[src/logic/mscp_defs.svh]
`ifndef MSCP_DEFS_SVH
`define MSCP_DEFS_SVH

`define MSCP_TAG_LOW      2'h0
`define MSCP_TAG_MID      2'h1
`define MSCP_TAG_HIGH     2'h2
`define MSCP_ERR_MIN      16'hFFF0
`define MSCP_CONN_WORD    32'h0D2B2B2B
`define MSCP_ACK_BIT      15
`define MSCP_ERR_BIT      14
`define MSCP_RESP_LEN     16'h0003
`define MSCP_C_RESET      16'h2001
`define MSCP_C_DEVICE_INFORMATION_CMD       16'h2011
`define MSCP_C_STOP       16'h2021
`define MSCP_C_START      16'h2022
`define MSCP_C_PROG       16'h2023
`define MSCP_C_EDGE       16'h2024
`define MSCP_C_RD_OPT     16'h2025
`define MSCP_C_RD_PRG     16'h2026
`define MSCP_C_WR_OPT     16'h2027
`define MSCP_C_WR_PRG     16'h2028
`define MSCP_C_SV_OPT     16'h2029
`define MSCP_C_SV_PRG     16'h202A
`define MSCP_C_TRG_RST    16'h202B
`define MSCP_C_TRG_GO     16'h202C
`define MSCP_C_TH_ADAPT   16'h202D
`define MSCP_C_TH_FIXED   16'h202E
`define MSCP_C_EXT_RD     16'h2033
`define MSCP_C_EXT_CLR    16'h2034
`define MSCP_FIFO_DEPTH   4
`endif

[src/logic/mscp_pkg.sv]
package mscp_pkg;
    typedef struct packed {
        logic [15:0] raw_digital_value;
        logic [1:0]  segment;
        logic        error;
        logic [3:0]  error_code;
    } mscp_meas_t;

    typedef struct packed {
        logic [15:0] code;
        logic [15:0] length;
        logic [31:0] param0;
        logic [31:0] param1;
    } mscp_cmd_t;

    typedef enum logic [4:0] {
        MSCP_OP_NONE, MSCP_OP_RESET, MSCP_OP_DEVICE_INFORMATION_CMD, MSCP_OP_STOP, MSCP_OP_START,
        MSCP_OP_PROG, MSCP_OP_EDGE, MSCP_OP_RD_OPT, MSCP_OP_RD_PRG,
        MSCP_OP_WR_OPT, MSCP_OP_WR_PRG, MSCP_OP_SV_OPT, MSCP_OP_SV_PRG,
        MSCP_OP_TRG_RST, MSCP_OP_TRG_GO, MSCP_OP_TH_ADAPT, MSCP_OP_TH_FIXED,
        MSCP_OP_EXT_RD, MSCP_OP_EXT_CLR
    } mscp_op_t;
endpackage : mscp_pkg

[src/logic/mscp_decode.sv]
`timescale 1ns/1ps
`include "mscp_defs.svh"
module mscp_decode (
    // command word
    input  wire logic [15:0]  code,
    // decoded operation
    output mscp_pkg::mscp_op_t op
);
    import mscp_pkg::*;
    always_comb begin
        case (code)
            `MSCP_C_RESET:    op = MSCP_OP_RESET;
            `MSCP_C_DEVICE_INFORMATION_CMD:     op = MSCP_OP_DEVICE_INFORMATION_CMD;
            `MSCP_C_STOP:     op = MSCP_OP_STOP;
            `MSCP_C_START:    op = MSCP_OP_START;
            `MSCP_C_PROG:     op = MSCP_OP_PROG;
            `MSCP_C_EDGE:     op = MSCP_OP_EDGE;
            `MSCP_C_RD_OPT:   op = MSCP_OP_RD_OPT;
            `MSCP_C_RD_PRG:   op = MSCP_OP_RD_PRG;
            `MSCP_C_WR_OPT:   op = MSCP_OP_WR_OPT;
            `MSCP_C_WR_PRG:   op = MSCP_OP_WR_PRG;
            `MSCP_C_SV_OPT:   op = MSCP_OP_SV_OPT;
            `MSCP_C_SV_PRG:   op = MSCP_OP_SV_PRG;
            `MSCP_C_TRG_RST:  op = MSCP_OP_TRG_RST;
            `MSCP_C_TRG_GO:   op = MSCP_OP_TRG_GO;
            `MSCP_C_TH_ADAPT: op = MSCP_OP_TH_ADAPT;
            `MSCP_C_TH_FIXED: op = MSCP_OP_TH_FIXED;
            `MSCP_C_EXT_RD:   op = MSCP_OP_EXT_RD;
            `MSCP_C_EXT_CLR:  op = MSCP_OP_EXT_CLR;
            default:          op = MSCP_OP_NONE;
        endcase
    end
endmodule : mscp_decode

[src/logic/mscp_fifo.sv]
`timescale 1ns/1ps
module mscp_fifo #(
    parameter int WIDTH = 8,
    parameter int DEPTH = 4
) (
    // clock
    input  wire logic             sys_clk,
    input  wire logic             rst,
    input  wire logic             ce,
    // fill side
    input  wire logic [WIDTH-1:0] in_data,
    input  wire logic             in_valid,
    output logic                  in_ready,
    // drain side
    output logic [WIDTH-1:0]      out_data,
    output logic                  out_valid,
    input  wire logic             out_ready
);
    localparam int AW = $clog2(DEPTH);
    logic [WIDTH-1:0] mem [DEPTH];
    logic [AW-1:0]    wr_q;
    logic [AW-1:0]    rd_q;
    logic [AW:0]      cnt_q;
    wire              push = in_valid && in_ready && ce;
    wire              pop  = out_valid && out_ready && ce;

    assign in_ready  = (cnt_q != (AW+1)'(DEPTH));
    assign out_valid = (cnt_q != '0);
    assign out_data  = mem[rd_q];

    always_ff @(posedge sys_clk) begin
        if (push) begin
            mem[wr_q] <= in_data;
        end
    end

    always_ff @(posedge sys_clk or posedge rst) begin
        if (rst) begin
            wr_q  <= '0;
            rd_q  <= '0;
            cnt_q <= '0;
        end else begin
            if (push) wr_q <= wr_q + 1'b1;
            if (pop) rd_q <= rd_q + 1'b1;
            cnt_q <= cnt_q + (AW+1)'(push) - (AW+1)'(pop);
        end
    end
endmodule : mscp_fifo

[src/logic/mscp_port.sv]
`timescale 1ns/1ps
`include "mscp_defs.svh"
module mscp_port (
    // clock and reset
    input  wire logic                 sys_clk,
    input  wire logic                 rst,
    input  wire logic                 ce,
    // measurement source
    input  mscp_pkg::mscp_meas_t      meas,
    input  wire logic                 meas_valid,
    output logic                      meas_ready,
    // received characters
    input  wire logic [7:0]           rx_data,
    input  wire logic                 rx_valid,
    // transmitted characters
    output logic [7:0]                tx_data,
    output logic                      tx_valid,
    input  wire logic                 tx_ready,
    // command execution
    output mscp_pkg::mscp_cmd_t       cmd,
    output mscp_pkg::mscp_op_t        cmd_op,
    output logic                      cmd_strobe,
    input  wire logic                 cmd_done,
    input  wire logic                 cmd_fail,
    // status
    output logic                      output_enabled,
    output logic                      threshold_adaptive,
    output logic                      reset_request
);
    import mscp_pkg::*;

    typedef enum logic [2:0] {
        RX_HUNT, RX_ID, RX_CMD, RX_PAR, RX_EXEC, RX_RESP
    } mscp_rx_t;

    // receive side
    mscp_rx_t    rx_st_q;
    logic [31:0] shift_q;
    logic [1:0]  bcnt_q;
    logic [15:0] left_q;
    logic [1:0]  pidx_q;
    mscp_cmd_t   cmd_q;
    logic        strobe_q;
    logic        run_q;
    logic        adapt_q;
    logic        rstreq_q;
    // response shift: word count and byte count
    logic [31:0] resp_q;
    logic [1:0]  rword_q;
    logic [1:0]  rbyte_q;
    // measurement serialiser
    mscp_meas_t  cur_q;
    logic [1:0]  mchar_q;
    logic        mbusy_q;
    // fifo
    logic [7:0]  f_in;
    logic        f_in_valid;
    logic        f_in_ready;
    logic [7:0]  f_out;
    logic        f_out_valid;
    logic        tx_valid_q;
    logic [7:0]  tx_data_q;

    mscp_op_t    op_w;
    mscp_op_t    op_q;

    // little-endian assembly
    wire [31:0] word_w   = {rx_data, shift_q[31:8]};
    wire        word_end = rx_valid && (bcnt_q == 2'h3);
    wire        hdr_ok   = word_end && (word_w == `MSCP_CONN_WORD);
    wire [15:0] len_w    = word_w[31:16];

    // decoded as the command word arrives, registered beside cmd_q
    mscp_decode u_dec (
        .code (word_w[15:0]),
        .op   (op_w)
    );

    // value or error code onto the wire
    wire [15:0] dv_w  = cur_q.error ? (`MSCP_ERR_MIN | 16'(cur_q.error_code))
                                    : cur_q.raw_digital_value;
    wire [15:0] dvc_w = (!cur_q.error && cur_q.raw_digital_value >= `MSCP_ERR_MIN)
                      ? (`MSCP_ERR_MIN - 16'h0001) : dv_w;
    wire [7:0]  ch_w  = (mchar_q == 2'h0) ? {`MSCP_TAG_LOW, dvc_w[5:0]} :
                        (mchar_q == 2'h1) ? {`MSCP_TAG_MID, dvc_w[11:6]} :
                        {`MSCP_TAG_HIGH, cur_q.segment, dvc_w[15:12]};

    // response: echoed command, flags, then error word
    wire        fail_w = (op_q == MSCP_OP_NONE) || cmd_fail;
    wire [31:0] echo_w = {`MSCP_RESP_LEN, cmd_q.code | (16'h0001 << `MSCP_ACK_BIT)
                          | (fail_w ? (16'h0001 << `MSCP_ERR_BIT) : 16'h0000)};
    // a started measurement keeps its three characters together
    wire        resp_st   = (rx_st_q == RX_RESP);
    wire        resp_on   = resp_st && !mbusy_q;
    wire [7:0]  resp_ch   = resp_q[7:0];
    wire        meas_on   = mbusy_q;
    assign f_in       = resp_on ? resp_ch : ch_w;
    assign f_in_valid = resp_on || meas_on;
    wire        f_take = f_in_valid && f_in_ready && ce;

    mscp_fifo #(.WIDTH(8), .DEPTH(`MSCP_FIFO_DEPTH)) u_fifo (
        .sys_clk   (sys_clk),
        .rst       (rst),
        .ce        (ce),
        .in_data   (f_in),
        .in_valid  (f_in_valid),
        .in_ready  (f_in_ready),
        .out_data  (f_out),
        .out_valid (f_out_valid),
        .out_ready (!tx_valid_q || tx_ready)
    );

    assign meas_ready = ce && !mbusy_q && !resp_st && run_q;

    // output register stage
    always_ff @(posedge sys_clk or posedge rst) begin
        if (rst) begin
            tx_valid_q <= 1'b0;
            tx_data_q  <= 8'h00;
        end else if (ce && (!tx_valid_q || tx_ready)) begin
            tx_valid_q <= f_out_valid;
            tx_data_q  <= f_out;
        end
    end

    // measurement serialiser
    always_ff @(posedge sys_clk or posedge rst) begin
        if (rst) begin
            cur_q   <= '0;
            mchar_q <= 2'h0;
            mbusy_q <= 1'b0;
        end else if (ce) begin
            if (meas_valid && meas_ready) begin
                cur_q   <= meas;
                mchar_q <= 2'h0;
                mbusy_q <= 1'b1;
            end else if (meas_on && f_take) begin
                mchar_q <= mchar_q + 2'h1;
                if (mchar_q == 2'h2) mbusy_q <= 1'b0;
            end
        end
    end

    // command receiver
    always_ff @(posedge sys_clk or posedge rst) begin
        if (rst) begin
            rx_st_q  <= RX_HUNT;
            shift_q  <= '0;
            bcnt_q   <= 2'h0;
            left_q   <= '0;
            pidx_q   <= 2'h0;
            cmd_q    <= '0;
            strobe_q <= 1'b0;
            op_q     <= MSCP_OP_NONE;
            run_q    <= 1'b1;
            adapt_q  <= 1'b0;
            rstreq_q <= 1'b0;
            resp_q   <= '0;
            rword_q  <= 2'h0;
            rbyte_q  <= 2'h0;
        end else if (ce) begin
            strobe_q <= 1'b0;
            rstreq_q <= 1'b0;
            if (rx_valid && rx_st_q != RX_EXEC && rx_st_q != RX_RESP) begin
                shift_q <= word_w;
                bcnt_q  <= (rx_st_q == RX_HUNT && !hdr_ok) ? bcnt_q : bcnt_q + 2'h1;
            end
            case (rx_st_q)
                RX_HUNT: begin
                    // sliding match on the byte stream
                    if (rx_valid) begin
                        bcnt_q <= 2'h3;
                        if (hdr_ok || {rx_data, shift_q[31:8]} == `MSCP_CONN_WORD) begin
                            bcnt_q  <= 2'h0;
                            rx_st_q <= RX_ID;
                        end
                    end
                end
                RX_ID: begin
                    if (word_end) rx_st_q <= RX_CMD;
                end
                RX_CMD: begin
                    if (word_end) begin
                        cmd_q.code   <= word_w[15:0];
                        op_q         <= op_w;
                        cmd_q.length <= len_w;
                        cmd_q.param0 <= '0;
                        cmd_q.param1 <= '0;
                        left_q       <= len_w;
                        pidx_q       <= 2'h0;
                        rx_st_q      <= (len_w == 16'h0000) ? RX_EXEC : RX_PAR;
                        strobe_q     <= (len_w == 16'h0000);
                    end
                end
                RX_PAR: begin
                    if (word_end) begin
                        if (pidx_q == 2'h0) cmd_q.param0 <= word_w;
                        if (pidx_q == 2'h1) cmd_q.param1 <= word_w;
                        if (pidx_q != 2'h3) pidx_q <= pidx_q + 2'h1;
                        left_q <= left_q - 16'h0001;
                        if (left_q == 16'h0001) begin
                            rx_st_q  <= RX_EXEC;
                            strobe_q <= 1'b1;
                        end
                    end
                end
                RX_EXEC: begin
                    if (op_q == MSCP_OP_NONE || cmd_done) begin
                        if (op_q == MSCP_OP_START) run_q <= 1'b1;
                        if (op_q == MSCP_OP_STOP) run_q <= 1'b0;
                        if (op_q == MSCP_OP_RESET) run_q <= 1'b1;
                        if (op_q == MSCP_OP_RESET) rstreq_q <= 1'b1;
                        if (op_q == MSCP_OP_TH_ADAPT) adapt_q <= 1'b1;
                        if (op_q == MSCP_OP_TH_FIXED) adapt_q <= 1'b0;
                        resp_q  <= echo_w;
                        rword_q <= 2'h0;
                        rbyte_q <= 2'h0;
                        rx_st_q <= RX_RESP;
                    end
                end
                RX_RESP: begin
                    if (resp_on && f_take) begin
                        resp_q  <= {8'h00, resp_q[31:8]};
                        rbyte_q <= rbyte_q + 2'h1;
                        if (rbyte_q == 2'h3) begin
                            // echo word, then an all-zero error word
                            rword_q <= rword_q + 2'h1;
                            resp_q  <= 32'h00000000;
                            if (rword_q == 2'h1) begin
                                rx_st_q <= RX_HUNT;
                                bcnt_q  <= 2'h0;
                            end
                        end
                    end
                end
                default: rx_st_q <= RX_HUNT;
            endcase
        end
    end

    assign tx_data            = tx_data_q;
    assign tx_valid           = tx_valid_q;
    assign cmd                = cmd_q;
    assign cmd_op             = op_q;
    assign cmd_strobe         = strobe_q;
    assign output_enabled     = run_q;
    assign threshold_adaptive = adapt_q;
    assign reset_request      = rstreq_q;
endmodule : mscp_port
[config.mk]
export PLATFORM = sky130hd
export DESIGN_NAME = mscp_port
export DESIGN_NICKNAME = d
export VERILOG_FILES = /design/src/logic/mscp_pkg.sv /design/src/logic/mscp_decode.sv /design/src/logic/mscp_fifo.sv /design/src/logic/mscp_port.sv
export VERILOG_INCLUDE_DIRS = /design/src /design/src/logic
export SDC_FILE = /design/constraint.sdc
export NUM_CORES = 1
export LEC_CHECK = 0
export ABC_AREA = 1
export BUFFER_PORTS_ARGS = -buffer_cell sky130_fd_sc_hd__clkbuf_2
export CELL_PAD_IN_SITES_DETAIL_PLACEMENT = 0
export CELL_PAD_IN_SITES_GLOBAL_PLACEMENT = 1
export CORE_ASPECT_RATIO = 0.7
export CORE_UTILIZATION = 40
export DETAILED_ROUTE_END_ITERATION = 8
export PLACE_DENSITY = 0.85
export SKIP_LAST_GASP = 1
export SLEW_MARGIN = 20
export SYNTH_ARGS = -nofsm -noshare
export SYNTH_HDL_FRONTEND = slang
export SYNTH_SLANG_ARGS = --single-unit
[constraint.sdc]
create_clock -name sys_clk -period 6.6 [get_ports sys_clk]
set_input_delay 0.33 -clock sys_clk [delete_from_list [all_inputs] [get_ports sys_clk]]
set_output_delay 0.33 -clock sys_clk [all_outputs]
set_load 0.01 [all_outputs]
* After elaboration in Yosys (flattened, before gate mapping) *
Memories as Yosys holds them, arrays and structs flattened. A register that Yosys moved wholly into a read port is not among the register bits.
Index checks and enable logic that the tools add are counted.

word-level totals
  memories = 1
  word-level logic and storage cells = 215
  input port bits = 39
  register bits = 230
  bits in read-only memories = 0
  bits in latches = 0
  RAM bits = 32

memory list
  memory      words  bits a word  rd ports  clocked after Yosys merged registers in  wr ports  line             source
  u_fifo.mem  4      8            1         1                                        1         mscp_fifo.sv:20  logic [WIDTH-1:0] mem [DEPTH];

cells by class
  muxes and demuxes = 68
  bitwise logic cells = 1
  reductions and logical operators = 54
  magnitude comparators = 1
  $add $sub $neg = 10
  eq/ne operators = 53
  shift operators = 0
  divide/modulo/power cells = 0
  multiply operators = 0

operators by type and width
  cell                                                       number
  == test 16 x 14 -> 1 bit, second input constant            18
  two-way mux 32 bit                                         4
  two-way mux 64 bit                                         2
  one-hot mux 64 bit (2 select lines)                        1
  one-hot mux 5 bit (18 select lines)                        1
  two-way mux 16 bit                                         4
  one-hot mux 32 bit (2 select lines)                        1
  two-way mux 3 bit                                          11
  == test 32 x 28 -> 1 bit, second input constant            1
  two-way mux 2 bit                                          16
  one-hot mux 16 bit (2 select lines)                        1
  two-way mux 24 bit                                         1
  two-way mux 8 bit                                          3
  inequality test 2 bit, second input constant               10
  AND reduction 5 bit                                        4
  logical AND 1 bit                                          18
  one-hot mux 3 bit (6 select lines)                         1
  == test 16 x 1 -> 1 bit, second input constant             1
  greater-or-equal comparator 16 bit, second input constant  1
  logical NOT 16 bit                                         1
  two-way mux 1 bit                                          16
  OR 16 x 15 -> 16 bit                                       1
  one-hot mux 2 bit (2 select lines)                         4
  AND reduction 4 bit                                        4
  other kinds (28)                                           62

* Depth between registers and ports, before layout *
  depth after elaboration = 11
  depth in mapped cells = 12

* Modules after synthesis *
From an unflattened synthesis, not the netlist that was laid out.

unflattened totals
  cells, all modules = 1,159
  area, all modules = 11,509.8 sq um

modules (own cells, without submodules)
  module       area an instance (sq um)  instances  cells an instance
  mscp_port    9,357.7                   1          943
  mscp_fifo    1,750.4                   1          133
  mscp_decode  401.6                     1          83

* Worst setup path after synthesis *
OpenSTA, ideal clock, no wires.

  path type = reg2reg
  start = register tx_valid_q, in the netlist tx_valid
  end = register u_fifo.cnt_q[2]
  slack = 4.498 ns
  stages on the path, launching flop included = 12
  required time = 6.477 ns
  data arrival time = 1.980 ns
  buffers on the path = 0
  path through = dfrtp_1 > inv_1 > o21ai_0 > clkinv_1 > o31ai_1 > inv_1 > ha_1 > inv_1 > ha_1 > inv_1 > fa_1 > xnor2_1

on the way
  cells in the longest elaborated chain, start to end = 5

ends and longest elaborated chain
  element                         line              source
  start: declaration              mscp_port.sv:61   logic tx_valid_q;
  start signal: assignment        mscp_port.sv:121  tx_valid_q <= f_out_valid;
  logical NOT 1 bit               mscp_port.sv:110  .out_ready (!tx_valid_q || tx_ready)
  logical OR 1 bit                mscp_port.sv:110
  logical AND 1 bit (2 in a row)  mscp_fifo.sv:25   wire pop = out_valid && out_ready && ce;
  net u_fifo.pop                  mscp_fifo.sv:25
  subtractor 3 x 1 -> 3 bit       mscp_fifo.sv:45   cnt_q <= cnt_q + (AW+1)'(push) - (AW+1)'(pop);
  end signal: assignment          mscp_fifo.sv:45
  end: declaration                mscp_fifo.sv:23   logic [AW:0] cnt_q;

The timed path passes the listed nets, and every way through them passes these cells.
A chain may end at the register's enable or synchronous reset.

* Worst setup path in the final report *
  start = register bcnt_q[0]
  end = register cmd_q (netlist bit cmd[77])

on the way
  cells in the longest elaborated chain, start to end = 3

ends and longest elaborated chain
  element                        line              source
  start: declaration             mscp_port.sv:39   logic [1:0] bcnt_q;
  start signal: assignment       mscp_port.sv:166  bcnt_q <= (rx_st_q == RX_HUNT && !hdr_ok) ? bcnt_q : bcnt_q + 2'h1;
  == test 2 bit                  mscp_port.sv:69   wire word_end = rx_valid && (bcnt_q == 2'h3);
  logical AND 1 bit              mscp_port.sv:69
  AND reduction 3 bit (no line)  --
  end: declaration               mscp_port.sv:42   mscp_cmd_t cmd_q;

No other way between the ends.

==> impl_metrics.yaml <==
routing:
  drc: 0
  drtIter0Drc: 682
  vias: 8414
  wl_per_cell_microns: 16.5
  drtAntennaViolNets: 0
  wl_mm: 27.5
  viasPerCell: 5.04
  first_pass_iters: 5
die:
  initial_core_util: 0.412
  ioPinCount: 154
  rows: 50
  die_w_microns: 201
  die_h_microns: 142
  die_area_sq_mm: 0.0285
  core_area_sq_mm: 0.0270
pwr:
  p_total_mw: 4.11
  power.leakage_nw: 6.36
  ir_worst_vdd_uv: 169
  p_per_area_mw_per_mm2: 316
status:
  status: "finished, final reports clean"
timing:
  tightest_slew_ns: 0.963
  relSlewSlack: 0.357
  setup_tns_ns: 0
  fin_skew_ns: 0.0151
  hold_viol: 0
  drv_slew: 0
  max_freq_mhz: 351
  setup_viol: 0
  post-route-min-period_ns: 2.85
  fin_crit_sh: 0.432
  rsz0062_at_grt: "no"
clock_tree:
  clk_path_buf_depth: 3
  cts_tree: "yes"
  hold_buffers: 0
  htree_levels: 1
  root_buffer: "clkbuf_16"
  clkLatencyLatePin_ns: 0.53
  postCtsSetupRepairBufs: 0
  ctsResizeCount: 0
  cts_sinks: 246
  numCtsBuffers: 26
  path_clk_slew_ns: 0.06
global_routing:
  grt_pass1_wl_mm: 45.3
  grt_use_total: 0.196
  antenna_found_initial: 0
  grt_max_degree: 135
  overflow: 0
  grt_pass1_vias: 8354
synth:
  synth_area_sq_mm: 0.0111
  synth_nets: 1204
  synth-main-ff-cell: "dfrtp_1"
  syn_inst: 1147
  syn_avg_cell_area_sq_um: 9.70
  yosysTopAreaCell: "dfrtp_1"
  yosys_warnings: 0
  synth_mux_area_frac: 0.0809
  synth_edf_count: 32
  synth_top_area_share: 0.479
  ys_top_cells_by_area: "dfrtp_1 (48%), edfxtp_1 (8.6%), mux2_2 (7.8%), nand2_1 (7.0%), o21ai_0 (5.3%)"
  synthArstFlopShare: 0.870
  synth_cell_types: 47
  yosys.area_share.xor_xnor: 0.00630
  synth-simple-area-share: 0.162
  synth_top_family_by_area: "simple AND/OR/NAND/NOR gates"
  synth_seq_cells: 246
  synth_compound_area_frac: 0.106
  synthAdderAreaFrac: 0.0209
  seq_area_frac_synth: 0.568
worst_setup_path:
  worstPathMaxFanout: 69
  cp-end-kind: "flop"
  timing.rr.start: "bcnt_q[0]"
  worstPathRequired_ns: 6.96
  reg2reg_slack_ns: 3.75
  critPathLaunch: "bcnt_q[0]"
  worst_path_max_delay_cell: "nand4_1"
  cp-endpoint: "cmd[77]"
  cpMostUsedCell: "nand2_1"
  worst_r2r_path_depth: 8
  worst_ep_arrival_time_ns: 3.20
  max_stage_delay_ns: 0.69
  path_cells: "ha_1 > nand2_1 > inv_1 > nand4_1 > nor2_2 > inv_2 > nand2_1 > o21ai_0"
  reg2reg_to: "cmd[77]"
  crit_path_start_kind: "flop"
  crit_type: "reg2reg"
finish:
  nFillCells: 2581
  fin_nets: 1346
  fin_area_sq_mm: 0.0130
  multi_input_area_sq_mm: 0.00418
  syn2layout_area_growth_pct: 16.9
  regArea_sq_mm: 0.00632
  final_util: 0.482
  drive_gt1_frac: 0.226
  antenna_cells: 0
place:
  port_buffers: 153
  globalplace.congestion: 0.883
  dp_hpwl_mm: 19.2
  place_area_sq_mm: 0.0122
run:
  cap_violations: 0
worst_hold_path:
  hold_class: "in2async"
## sequential cells by signal, summed over array words and instances (netlist names)
signal / cells
cmd: 96
u_fifo.mem: 32
shift_q: 24
cur_q: 23
left_q: 16
resp_q: 16
tx_data: 8
cmd_op: 5
rx_st_q: 3
u_fifo.cnt_q: 3
bcnt_q: 2
mchar_q: 2
pidx_q: 2
rbyte_q: 2
rword_q: 2
u_fifo.rd_q: 2
u_fifo.wr_q: 2
cmd_strobe: 1
mbusy_q: 1
output_enabled: 1
reset_request: 1
threshold_adaptive: 1
tx_valid: 1
## cell usage after synthesis, types with 4 or more instances
cell type / instances
inv_1: 101
nor2_1: 138
inv_2: 5
buf_2: 17
nor2_2: 4
o21ai_1: 8
nand2_1: 209
a22oi_1: 8
nand4_1: 10
ha_1: 17
edfxtp_1: 32
o211ai_1: 5
clkbuf_1: 21
xor2_1: 6
a31oi_1: 14
o22ai_1: 4
a21oi_1: 38
nand2_4: 4
mux2_2: 77
a32o_1: 6
a22o_1: 4
nand3_1: 42
o21ai_0: 117
dfrtp_1: 213
nor3_1: 11
## metrics by stage
stage                     instances  setup WS, ns  hold WS, ns
after floorplan                1147         0.421        0.443
after global placement         1625          3.89        0.463
after detailed placement       1625          3.75        0.471
after CTS                      1671          3.72       0.0181
after global routing           1671          3.36       0.0172
final                          1671          3.75       0.0223
## worst max-delay path: cells and delay by family (launching register included)
family,cells,cell delay [ns]
AO/OA/AOI/OAI,1,0.11
adder cells (fa/ha/maj),1,0.16
buffers and inverters,2,0.53
flip-flops,1,0.39
AND/OR/NAND/NOR,4,1.48
## layout by cell type, fill, tap and decap left out, drive strengths merged, types with 6 or more instances in the layout
cell	n
a31oi	14
dfrtp	213
clkbuf	189
a22oi	8
edfxtp	32
mux2	80
xor2	6
nor2	144
nand4	10
ha	17
o21ai	127
nand3	42
nand2	214
clkinv	11
inv	107
a32o	6
nor3	12
a21oi	38
## how the worst min path moves through the flow
stage	to	depth (start not counted)	startpoint
6_report	u_fifo.rd_q[1]	2	rst
3_3_place_gp	resp_q[16]	2	resp_q[16]
5_1_grt	cur_q[16]	2	meas[16]
3_5_place_dp	rword_q[1]	2	rword_q[1]
4_1_cts	cur_q[15]	2	meas[15]
2_1_floorplan	resp_q[16]	2	resp_q[16]
## layer usage
layer	vias up	wire, microns	track usage	share of wire
met5	-	0	0	0
met4	0	488	0.0451	0.018
met3	33	1500	0.0388	0.054
met2	188	11700	0.288	0.42
met1	4085	13900	0.296	0.50
li1	4108	-	-	-
## final cells by class
type                            instances  share of cell area
Sequential cell                       246               0.485
Multi-Input combinational cell        747               0.322
Timing Repair Buffer                  158              0.0620
Clock buffer                           36              0.0552
Tap cell                              364              0.0350
Inverter                              110              0.0325
Clock inverter                         10             0.00836
## power breakdown
group / switching [mW] / total (mW) / internal, mW
sequential: 0.156 / 1.94 / 1.79
combinational: 0.477 / 0.739 / 0.263
clock: 0.589 / 1.42 / 0.836
## logic make-up after synthesis
logic type      Yosys count
buf+inv                 154
flops                   246
mux                      80
compound gates          211
fa+ha+maj                18
simple gates            430
xor+xnor                  8
No activity file was read; power rests on OpenSTA's default activity.
